**src/logic/swc_consts.svh**
```systemverilog
`ifndef SWC_CONSTS_SVH
`define SWC_CONSTS_SVH

// Clock period of the always-on control clock.
`define SWC_CLK_PERIOD_NS 4
// Device reset delay and watchdog base period, nominal.
`define SWC_RESET_DELAY_MS 18
`define SWC_WDT_PERIOD_MS 18
// Least time: round up to whole cycles.
`define SWC_RESET_DELAY_CYC \
   ((`SWC_RESET_DELAY_MS * 1000000 + `SWC_CLK_PERIOD_NS - 1) / `SWC_CLK_PERIOD_NS)
// Nominal period: round down to whole cycles.
`define SWC_WDT_PERIOD_CYC ((`SWC_WDT_PERIOD_MS * 1000000) / `SWC_CLK_PERIOD_NS)
// Status register bit positions of the two flags.
`define SWC_STATUS_TO_BIT 4
`define SWC_STATUS_PD_BIT 3
// Width of the status byte and of the I/O port group.
`define SWC_STATUS_W 8
`define SWC_IO_W 12
// Postscaler select width and the postscaler counter width.
`define SWC_PS_SEL_W 3
`define SWC_PS_CNT_W 8
// Flag values after power-up.
`define SWC_TO_POR 1'b1
`define SWC_PD_POR 1'b1

`endif

```
**src/logic/swc_pkg.sv**
```systemverilog
`include "swc_consts.svh"

package swc_pkg;

   typedef enum logic [1:0] {
      SWC_RUN,
      SWC_SLEEP,
      SWC_HOLD,
      SWC_DELAY
   } swc_state_t;

   typedef struct packed {
      logic prescale_to_wdt;
      logic [`SWC_PS_SEL_W-1:0] prescale_sel;
   } swc_wdt_cfg_t;

   typedef struct packed {
      logic [`SWC_IO_W-1:0] drive;
      logic [`SWC_IO_W-1:0] oe;
   } swc_io_t;

   typedef struct packed {
      logic timeout_flag_n;
      logic powerdown_flag_n;
   } swc_flags_t;

endpackage : swc_pkg

```
**src/logic/swc_sleep_wake_control.sv**
```systemverilog
// How it works
// - Executing the sleep instruction puts the device into power-down.
// - Entering power-down clears the enabled watchdog and its postscaler and keeps it running.
// - Entering power-down sets the active-low timeout flag, status bit 4.
// - Entering power-down clears the active-low power-down flag, status bit 3.
// - Entering power-down turns off the oscillator driver so the core clock stops.
// - While powered down every I/O pin keeps its prior high, low or high-impedance state.
// - A watchdog time-out resets the device internally and never drives master clear low.
// - Only a master-clear reset or an enabled watchdog time-out ends power-down.
// - Either wake-up event gives a full device reset instead of resuming after the sleep.
// - A watchdog time-out wake-up clears the timeout flag to show its cause.
// - The power-down flag is set at power-up and cleared only by a sleep instruction.
// - Any wake-up from power-down clears the watchdog count.
// - A watchdog time-out starts the 18 ms reset delay, with the core held in reset meanwhile.
// - After a master-clear wake-up the timeout flag reads 1 and the power-down flag 0.
// - With the enable fuse at 0 the watchdog is off for good and can never wake the device.
`timescale 1ns/1ps
`default_nettype none
`include "swc_consts.svh"

module swc_sleep_wake_control #(
   parameter int unsigned RESET_DELAY_CYC = `SWC_RESET_DELAY_CYC,
   parameter int unsigned WDT_PERIOD_CYC = `SWC_WDT_PERIOD_CYC
) (
   input wire logic clk,
   input wire logic resetn,
   input wire logic master_clear_n,
   input wire logic watchdog_enable_fuse,
   input wire logic sleep_exec,
   input wire logic clrwdt_exec,
   input wire swc_pkg::swc_wdt_cfg_t wdt_cfg,
   input wire swc_pkg::swc_io_t core_io,
   output swc_pkg::swc_io_t pin_io,
   output swc_pkg::swc_flags_t flags,
   output logic [`SWC_STATUS_W-1:0] status_flag_bits,
   output logic core_reset_n,
   output logic osc_drive_en,
   output logic sleeping,
   output logic watchdog_timeout
);
   import swc_pkg::*;

   localparam int unsigned DLY_W = $clog2(RESET_DELAY_CYC + 1);
   localparam int unsigned WDT_W = $clog2(WDT_PERIOD_CYC + 1);

   ////////////////////////////////////////////////////////////////////////////
   // Elaboration checks.

   generate
      if (RESET_DELAY_CYC < 1) begin : g_bad_drt
         $error("RESET_DELAY_CYC must be at least one cycle");
      end
      if (WDT_PERIOD_CYC < 2) begin : g_bad_wdt
         $error("WDT_PERIOD_CYC must be at least two cycles");
      end
      if (`SWC_STATUS_TO_BIT >= `SWC_STATUS_W ||
          `SWC_STATUS_PD_BIT >= `SWC_STATUS_W) begin : g_bad_bit
         $error("status flag positions must lie inside the status byte");
      end
      if (((1 << `SWC_PS_SEL_W) - 1) > `SWC_PS_CNT_W) begin : g_bad_post
         $error("postscaler counter too narrow for the largest ratio");
      end
   endgenerate

   ////////////////////////////////////////////////////////////////////////////
   // State and storage.

   swc_state_t state_r;
   swc_state_t state_nxt;
   logic [DLY_W-1:0] dly_cnt_r;
   logic [DLY_W-1:0] dly_cnt_nxt;
   logic [WDT_W-1:0] wdt_base_r;
   logic [WDT_W-1:0] wdt_base_nxt;
   logic [`SWC_PS_CNT_W-1:0] wdt_post_r;
   logic [`SWC_PS_CNT_W-1:0] wdt_post_nxt;
   logic to_n_r;
   logic to_n_nxt;
   logic pd_n_r;
   logic pd_n_nxt;
   swc_io_t frozen_io_r;
   logic tmo_r;

   ////////////////////////////////////////////////////////////////////////////
   // Decode of events.

   wire logic in_run = (state_r == SWC_RUN);
   wire logic in_sleep = (state_r == SWC_SLEEP);
   wire logic in_hold = (state_r == SWC_HOLD);
   wire logic in_delay = (state_r == SWC_DELAY);
   wire logic clear_pin_low = ~master_clear_n;
   // The sleep and clear-watchdog strobes only mean something while the core runs.
   wire logic sleep_go = in_run & sleep_exec & ~clear_pin_low;
   wire logic clrwdt_go = in_run & clrwdt_exec & ~clear_pin_low;
   // The watchdog counts in run and in sleep, and only when the fuse allows it.
   wire logic wdt_active = watchdog_enable_fuse & (in_run | in_sleep);
   wire logic base_wrap = (wdt_base_r == WDT_W'(WDT_PERIOD_CYC - 1));
   wire logic [`SWC_PS_CNT_W-1:0] post_limit =
      wdt_cfg.prescale_to_wdt ?
      ((`SWC_PS_CNT_W'(1) << wdt_cfg.prescale_sel) - `SWC_PS_CNT_W'(1)) :
      `SWC_PS_CNT_W'(0);
   wire logic post_wrap = (wdt_post_r >= post_limit);
   // A time-out loses to master clear, which takes the core into reset through the hold state on the same edge.
   wire logic wdt_fire = wdt_active & base_wrap & post_wrap & ~clear_pin_low;
   // Any sleep entry, clear-watchdog, wake-up or reset phase empties the watchdog chain.
   wire logic wdt_clear = sleep_go | clrwdt_go | ~wdt_active | wdt_fire;
   wire logic dly_done = (dly_cnt_r == DLY_W'(RESET_DELAY_CYC - 1));

   ////////////////////////////////////////////////////////////////////////////
   // Sequencer.

   always_comb begin
      state_nxt = state_r;
      dly_cnt_nxt = dly_cnt_r;
      case (state_r)
         SWC_RUN: begin
            if (clear_pin_low) begin
               state_nxt = SWC_HOLD;
            end else if (wdt_fire) begin
               state_nxt = SWC_DELAY;
               dly_cnt_nxt = '0;
            end else if (sleep_go) begin
               state_nxt = SWC_SLEEP;
            end
         end
         SWC_SLEEP: begin
            // Only these two events leave sleep, and both go through a full reset.
            if (clear_pin_low) begin
               state_nxt = SWC_HOLD;
            end else if (wdt_fire) begin
               state_nxt = SWC_DELAY;
               dly_cnt_nxt = '0;
            end
         end
         SWC_HOLD: begin
            // The delay restarts on every release, so a bouncing pin cannot shorten it.
            dly_cnt_nxt = '0;
            if (!clear_pin_low) begin
               state_nxt = SWC_DELAY;
            end
         end
         SWC_DELAY: begin
            if (clear_pin_low) begin
               state_nxt = SWC_HOLD;
            end else if (dly_done) begin
               state_nxt = SWC_RUN;
            end else begin
               dly_cnt_nxt = dly_cnt_r + DLY_W'(1);
            end
         end
         default: begin
            state_nxt = SWC_HOLD;
            dly_cnt_nxt = '0;
         end
      endcase
   end

   ////////////////////////////////////////////////////////////////////////////
   // Watchdog chain: base period divider, then the optional postscaler.

   always_comb begin
      wdt_base_nxt = wdt_base_r;
      wdt_post_nxt = wdt_post_r;
      if (wdt_clear) begin
         wdt_base_nxt = '0;
         wdt_post_nxt = '0;
      end else if (base_wrap) begin
         wdt_base_nxt = '0;
         wdt_post_nxt = wdt_post_r + `SWC_PS_CNT_W'(1);
      end else begin
         wdt_base_nxt = wdt_base_r + WDT_W'(1);
      end
   end

   ////////////////////////////////////////////////////////////////////////////
   // Status flags.

   // The time-out is a hardware event and wins over a clear-watchdog in the same
   // cycle; master clear leaves both flags alone.
   always_comb begin
      to_n_nxt = to_n_r;
      pd_n_nxt = pd_n_r;
      if (wdt_fire) begin
         to_n_nxt = 1'b0;
      end else if (sleep_go) begin
         to_n_nxt = 1'b1;
         pd_n_nxt = 1'b0;
      end else if (clrwdt_go) begin
         to_n_nxt = 1'b1;
         pd_n_nxt = 1'b1;
      end
   end

   ////////////////////////////////////////////////////////////////////////////
   // Registers.

   // The asynchronous reset is power-up: it sets both flags and arms the delay.
   always_ff @(posedge clk or negedge resetn) begin
      if (!resetn) begin
         state_r <= SWC_DELAY;
      end else begin
         state_r <= state_nxt;
      end
   end

   always_ff @(posedge clk or negedge resetn) begin
      if (!resetn) begin
         dly_cnt_r <= '0;
      end else begin
         dly_cnt_r <= dly_cnt_nxt;
      end
   end

   always_ff @(posedge clk or negedge resetn) begin
      if (!resetn) begin
         wdt_base_r <= '0;
      end else begin
         wdt_base_r <= wdt_base_nxt;
      end
   end

   // The postscaler only advances on a base wrap, so it counts whole base periods.
   always_ff @(posedge clk or negedge resetn) begin
      if (!resetn) begin
         wdt_post_r <= '0;
      end else begin
         wdt_post_r <= wdt_post_nxt;
      end
   end

   // The time-out pulse is registered so that it lines up with the entry into the delay.
   always_ff @(posedge clk or negedge resetn) begin
      if (!resetn) begin
         tmo_r <= 1'b0;
      end else begin
         tmo_r <= wdt_fire;
      end
   end

   always_ff @(posedge clk or negedge resetn) begin
      if (!resetn) begin
         to_n_r <= `SWC_TO_POR;
      end else begin
         to_n_r <= to_n_nxt;
      end
   end

   always_ff @(posedge clk or negedge resetn) begin
      if (!resetn) begin
         pd_n_r <= `SWC_PD_POR;
      end else begin
         pd_n_r <= pd_n_nxt;
      end
   end

   // Pin states are caught on the sleep strobe, from the last values the core drove.
   always_ff @(posedge clk or negedge resetn) begin
      if (!resetn) begin
         frozen_io_r <= '0;
      end else if (sleep_go) begin
         frozen_io_r <= core_io;
      end
   end

   ////////////////////////////////////////////////////////////////////////////
   // Pin selection, one entry per I/O bit.

   // While the core is in reset its port drivers float; in sleep the caught
   // levels and enables stand, so a floating pin stays floating.
   genvar gi;
   generate
      for (gi = 0; gi < `SWC_IO_W; gi++) begin : g_pin
         wire logic use_frozen = in_sleep;
         wire logic in_reset = in_hold | in_delay;
         assign pin_io.drive[gi] = use_frozen ? frozen_io_r.drive[gi] :
                                   (in_reset ? 1'b0 : core_io.drive[gi]);
         assign pin_io.oe[gi] = use_frozen ? frozen_io_r.oe[gi] :
                                (in_reset ? 1'b0 : core_io.oe[gi]);
      end
   endgenerate

   ////////////////////////////////////////////////////////////////////////////
   // Outputs.

   // The master-clear pin is only ever an input here, so a watchdog reset stays
   // inside the core reset line.
   assign core_reset_n = in_run | in_sleep;
   assign osc_drive_en = ~in_sleep;
   assign sleeping = in_sleep;
   assign watchdog_timeout = tmo_r;
   assign flags.timeout_flag_n = to_n_r;
   assign flags.powerdown_flag_n = pd_n_r;

   always_comb begin
      status_flag_bits = '0;
      status_flag_bits[`SWC_STATUS_TO_BIT] = to_n_r;
      status_flag_bits[`SWC_STATUS_PD_BIT] = pd_n_r;
   end

endmodule : swc_sleep_wake_control

`default_nettype wire
```
**config.mk**
```make
export PLATFORM = sky130hd
export DESIGN_NAME = swc_sleep_wake_control
export DESIGN_NICKNAME = d
export VERILOG_FILES = /design/src/logic/swc_pkg.sv /design/src/logic/swc_sleep_wake_control.sv
export VERILOG_INCLUDE_DIRS = /design/src /design/src/logic
export SDC_FILE = /design/constraint.sdc
export NUM_CORES = 1
export LEC_CHECK = 0
export BUFFER_PORTS_ARGS = -buffer_cell sky130_fd_sc_hd__buf_2
export CAP_MARGIN = 5
export CORE_MARGIN = 2
export CORE_UTILIZATION = 53
export CTS_BUF_LIST = sky130_fd_sc_hd__clkbuf_2
export DETAILED_ROUTE_END_ITERATION = 8
export PLACE_DENSITY = 0.9
export SETUP_SLACK_MARGIN = 0.05
export SKIP_CTS_REPAIR_TIMING = 1
export SLEW_MARGIN = 20
export SYNTH_ARGS = -nofsm -noshare
export SYNTH_HDL_FRONTEND = slang
export SYNTH_SLANG_ARGS = --single-unit
```
**constraint.sdc**
```tcl
create_clock -name clk -period 1.8 [get_ports clk]
set_input_delay 0.09 -clock clk [delete_from_list [all_inputs] [get_ports clk]]
set_output_delay 0.09 -clock clk [all_outputs]
set_load 0.005 [all_outputs]
```
==> metrics, run 1 <==
maxcap violations=0; row cnt=33; first-pass GRT wire length=between 15 and 20 mm; Worst Setup Start Kind=register; Post-synth ARST share=100%; Yosys top cell by area=dfrtp_1; fillcell total=~430; Reg area=~2100 sq um; EDFF count, synth=0; Worst Path Max Fanout=5; Cells after Synth=between 400 and 500; I/O Buffers=between 60 and 70; Fin. Hold Viols=29; nets=659; RSZ-0062 raised after global routing=yes; Initial Utilization=55.2%; synth top area cells=dfrtp_1 (43%), nor2_1 (7.0%), xor2_1 (6.1%), mux2_2 (5.9%), mux2i_1 (5.5%); post-layout minimum cycle time=about 2.3 ns; vias per cell=6.14; f_max=roughly 0.43 GHz; skew final=0.0378 ns; Commonest cells post-synth=nor2_1 (85), dfrtp_1 (79), xor2_1 (32); CTS Buf Count=9; CP max stage delay=about 0.48 ns; hpwl dp=7.40 mm; post-synthesis sequential area ratio=a little under half; Max VDD drop=around 0.63 mV; worst skew pair latency=a little under 0.6 ns; top-area cell type share of the netlist area=about 43%; status=finished, violations left; Die X=97.0 um; gr usage total=~22%; Hold WC Path Type=primary input to register; core area=approximately 8300 sq um; DIE AREA=around 9400 sq um; Final Max Tran Viols=0; #FFs+latches synth=83; # H-tree levels=3; endpoints failing setup=100; via count=between 4000 and 5000; drt initial violations=roughly 400; Cell Chain, Critical Path=ha_4 -> nor2b_4 -> o211ai_1 -> a31o_2 -> a2111oi_4 -> buf_4 -> a21o_4 -> nor2_2; die height=97.0 um; family with the most delay on the worst path=compound AO/OA/AOI/OAI gates; failing checks=hold timing, setup timing; slowest cell on the critical path=dfrtp_1; DRC=0; CP required=around 2.3 ns; area grow syn2layout=39.1%; top-count cell post-synth=nor2_1; routability cong.=0.817; Worst slew margin=between 50 and 60%; final wirelength=roughly 16 mm; pre-CTS setup slack=-0.444 ns; WL/cell=between 20 and 25 um; Max Root-Sink Buffers=2; Synth Area per Inst=~10 sq um; CP arrival=approximately 2.8 ns; clock sink total=83; largest net degree at the start of global routing=between 40 and 50; fin crit share=128%; post-synth cell types=46; Buf/Inv on CP=1; TritonRoute pass-1 iters=5; final setup margin=-0.505 ns; ratio of cells with drive above 1 in the final layout=between 40 and 50%; synth warn=0; type of the worst setup path=register to register; vias in the first global route=3811; final hold slack=-0.121 ns; Ports=72; setup TNS=-19.42 ns; Lkg Pwr=about 3 nW; CTS tree=yes; ANT nets after route=0; mapped cell area=between 4000 and 5000 sq um; top_reg_cell synth=dfrtp_1; Power per Cell Area=535 nW/um^2; CTS root buf=clkbuf_2; final core occ=approximately three quarters; antenna violations before repair=2; Least-Margin Pin Slew=0.645 ns; CP Capture Type=register; clock-pin transition on the worst setup and hold timing paths=0.25 ns; multi-input logic area=around 2700 sq um; grt ovf=0
## logic make-up after synthesis
kind of cell / after synthesis / synth area share, %
buf+inv: 38 / 4.42
fa+ha+maj: 11 / 3.00
mux: 49 / 11.4
other cells: 2 / 0.164
simple gates: 200 / 22.1
flops: 83 / 45.4
xor+xnor: 49 / 9.36
compound gates: 23 / 4.18
## tightest hold or removal path, stage by stage
cell and delay, ns:
buf_2 0.10, and3b_1 0.18, a2bb2oi_1 0.13
## path summary, 6_finish.rpt
check	start	to	slack [ns]	depth (start not counted)
worst max-delay path	wdt_post_r[1]	dly_cnt_r[3]	-0.51	8
worst max register to register	wdt_post_r[1]	dly_cnt_r[3]	-0.51	8
worst min-delay path	clrwdt_exec	pd_n_r	-0.12	3
min in group asynchronous	resetn	wdt_post_r[5]	-0.04	2
max in group asynchronous	resetn	state_r[0]	1.15	3
worst min register to register	frozen_io_r[15]	frozen_io_r[15]	0.54	1
## layer usage
metal	up-vias	share of wire, %	track usage [%]	wire [um]
met4	0	6.0	9.86	933
met2	330	52	37.4	8040
met1	2151	35	27.5	5490
li1	1877	-	-	-
met3	99	7.2	4.26	1120
met5	-	0	0	0
## power breakdown
group	total, mW	leakage, nW	internal (mW)	switching, mW
logic	0.383	1.80	0.191	0.192
clock network	1.06	0.0608	0.324	0.739
registers	1.96	1.12	1.92	0.0420
## state kept, by name, indices dropped and copies added (netlist names)
signal and cells:
to_n_r 1, pd_n_r 1, wdt_post_r 8, watchdog_timeout 1, dly_cnt_r 23, state_r 2
wdt_base_r 23, frozen_io_r 24
## layout make-up
class,instances,share of cell area [%]
Antenna cell,2,0.0785
Clock buffer,9,0.706
Clock inverter,7,1.22
Inverter,10,0.589
Multi-Input combinational cell,342,42.3
Sequential cell,83,32.7
Tap cell,105,2.06
Timing Repair Buffer,168,20.4
## per-stage QoR
| step | area [sq um] | total power, mW | cells |
|---|---|---|---|
| finish | 6380 | 3.41 | 726 |
| global route | 6380 | 3.49 | 726 |
| CTS | 5480 | 3.23 | 673 |
| detailed placement | 5350 | 2.26 | 657 |
| global placement | 5350 | 2.24 | 657 |
| floorplan | 4610 | 2.14 | 460 |
## cell usage in the layout (no fill, tap or decap), drive strengths merged, types with 4 or more instances in the layout
| cell | n |
|---|---|
| inv | 11 |
| nor3 | 11 |
| buf | 138 |
| nand4 | 11 |
| xnor2 | 17 |
| mux2 | 24 |
| mux2i | 25 |
| dlygate4sd3 | 27 |
| nand2 | 24 |
| conb | 7 |
| nor2 | 85 |
| a21oi | 4 |
| a21o | 7 |
| dfrtp | 79 |
| clkinvlp | 4 |
| and4 | 7 |
| nand3 | 27 |
| nor4b | 7 |
| clkbuf | 12 |
| and2 | 5 |
| dfstp | 4 |
| xor2 | 32 |
| ha | 11 |
| and3 | 16 |
Note: power is estimated with default switching activity, not from simulation.
==> inputs of run 2 (changes only) <==
- CORE_UTILIZATION: 53 -> 31
- PLACE_DENSITY: 0.9 -> unset
==> run 2 against run 1 <==
Against the previous run: the flow still finishes with violations (hold timing, setup timing); count of clock-buffer cells in the layout is the same; utilization down 32 points; combinational power down 2%; hold slack improved by 0.11 ns; die area grew 68%; critical endpoint is now dly_cnt_r[10]; via count is 14% lower; total power shrank 3.1%.
==> metrics, run 2 (synthesized netlist as in run 1, its figures left out) <==
failing checks=hold timing, setup timing; final setup margin=-0.278 ns; routability cong.=0.792; drt initial violations=211; TritonRoute pass-1 iters=4; Largest register FFs=24; CTS Buf Count=9; row cnt=44; RSZ-0062 raised after global routing=yes; clock-pin transition on the worst setup and hold timing paths=approximately 0.25 ns; DRC=0; status=finished, violations left; antenna violations before repair=0; gr usage total=around 13%; nets=roughly 660; Lkg Pwr=3.00 nW; most frequent cells in the layout=dfrtp_1 (79), buf_4 (69), buf_2 (64); ANT nets after route=0; Power per Cell Area=a little over 500 nW/um^2; CP arrival=approximately 2.5 ns; post-layout minimum cycle time=a little over 2 ns; Final Max Tran Viols=0; CP required=approximately 2.2 ns; slowest cell on the critical path=dfrtp_1; core area=approximately 14000 sq um; DIE AREA=around 16000 sq um; fin crit share=115%; Max VDD drop=0.353 mV; Ports=72; Fin. Hold Viols=8; family with the most delay on the worst path=compound AO/OA/AOI/OAI gates; Worst Setup Start Kind=register; Least-Margin Pin Slew=slightly above 0.5 ns; Worst Path Max Fanout=10; final wirelength=about 11 mm; skew final=roughly 0.032 ns; sw frac=between 20% and 30%; Buf/Inv on CP=1; grt ovf=0; WL/cell=between 10 and 15 um; non-filler instance count after layout=between 800 and 900; f_max=0.481 GHz; P_int=approximately 2.4 mW; ANT cells=0; final hold slack=-0.00987 ns; combinational share of power=between 10% and 20%; Die X=126 um; Worst slew margin=66.0%; Placed Cells=746; largest net degree at the start of global routing=38; CP Capture Type=register; sequential power share=roughly 59%; worst skew pair latency=between 0.5 and 0.6 ns; Max Root-Sink Buffers=2; vias per cell=about 4.7; Psw=around 870 uW; via count=around 3800; area grow syn2layout=40.5%; first-pass GRT wire length=~17 mm; ratio of cells with drive above 1 in the final layout=between 30% and 40%; type of the worst setup path=register to register; CTS root buf=clkbuf_2; die height=~130 um; CP max stage delay=approximately 0.46 ns; # H-tree levels=3; I/O Buffers=65; Initial Utilization=approximately a third; Hold WC Path Type=primary input to register; hpwl dp=roughly 7.0 mm; Cell Chain, Critical Path=ha_4 -> nor2b_4 -> o211ai_1 -> a31o_2 -> a2111oi_4 -> buf_6 -> a21o_4 -> nor2_1; most common cell after layout, fill and taps aside=dfrtp_1; Clock power frac=approximately 30%; maxcap violations=0; vias in the first global route=3669; endpoints failing setup=60; clock sink total=83; Most flops, register=frozen_io_r; CTS tree=yes; Regs by FF count=frozen_io_r: 24 flops, dly_cnt_r: 23 flops, wdt_base_r: 23 flops
## run 2: cell types whose count changed in the layout (fill, tap and decap cells not counted), sizes merged
cell | before | now
clkinvlp | 4 | 3
dlygate4sd3 | 27 | 28
a21o | 7 | 6
buf | 138 | 143
diode | 2 | 0
clkinv | 1 | 3
inv | 11 | 10
## run 2: path summary, 6_finish.rpt
kind	start	cells past startpoint	end	slack (ns)
min reg2reg	to_n_r	2	to_n_r	0.53
min	master_clear_n	3	dly_cnt_r[7]	-0.01
min in group asynchronous	resetn	2	wdt_post_r[6]	0.02
max	wdt_post_r[1]	8	dly_cnt_r[10]	-0.28
max reg2reg	wdt_post_r[1]	8	dly_cnt_r[10]	-0.28
max in group asynchronous	resetn	3	frozen_io_r[14]	1.17
## run 2: final cells by class
type                            count  area, sq um
Sequential cell                    83         2080
Fill cell                        1376         8040
Clock buffer                        9         45.0
Inverter                           10         37.5
Multi-Input combinational cell    341         2630
Clock inverter                      7         68.8
Tap cell                          184          230
Timing Repair Buffer              174         1350
## run 2: metrics by stage
| stage | setup WS [ns] | utilization (%) | TNS [ns] | total power [mW] | instance area, sq um |
|---|---|---|---|---|---|
| 4_1_cts | -0.414 | 39.0 | -20.81 | 3.26 | 5650 |
| 3_3_place_gp | -0.401 | 38.3 | -12.11 | 2.25 | 5540 |
| 3_5_place_dp | -0.493 | 38.3 | -14.66 | 2.26 | 5540 |
| 6_report | -0.278 | 44.5 | -11.11 | 3.30 | 6440 |
| 2_1_floorplan | -0.179 | - | -4.12 | 2.14 | 4610 |
| 5_1_grt | -0.338 | 44.5 | -17.43 | 3.48 | 6440 |
## run 2: per-layer routing
metal	part of all wire (%)	vias to the layer above	global-route usage [%]
met5	0	-	0
met4	1.1	0	3.59
met3	3.9	11	3.29
met2	49	73	21.4
met1	46	1847	16.3
li1	-	1882	-
## run 2: tightest hold or removal path: stages
cell and delay, ns:
buf_2 0.17, a21o_4 0.23, nor2_1 0.06
## run 2: power groups by stage
stage               Sequential (mW)  Combinational, mW  Clock, mW
floorplan                      1.97              0.167          0
global placement               1.98              0.271          0
detailed placement             1.98              0.281          0
CTS                            1.95              0.282       1.03
global route                   1.96              0.411       1.11
finish                         1.95              0.375      0.975
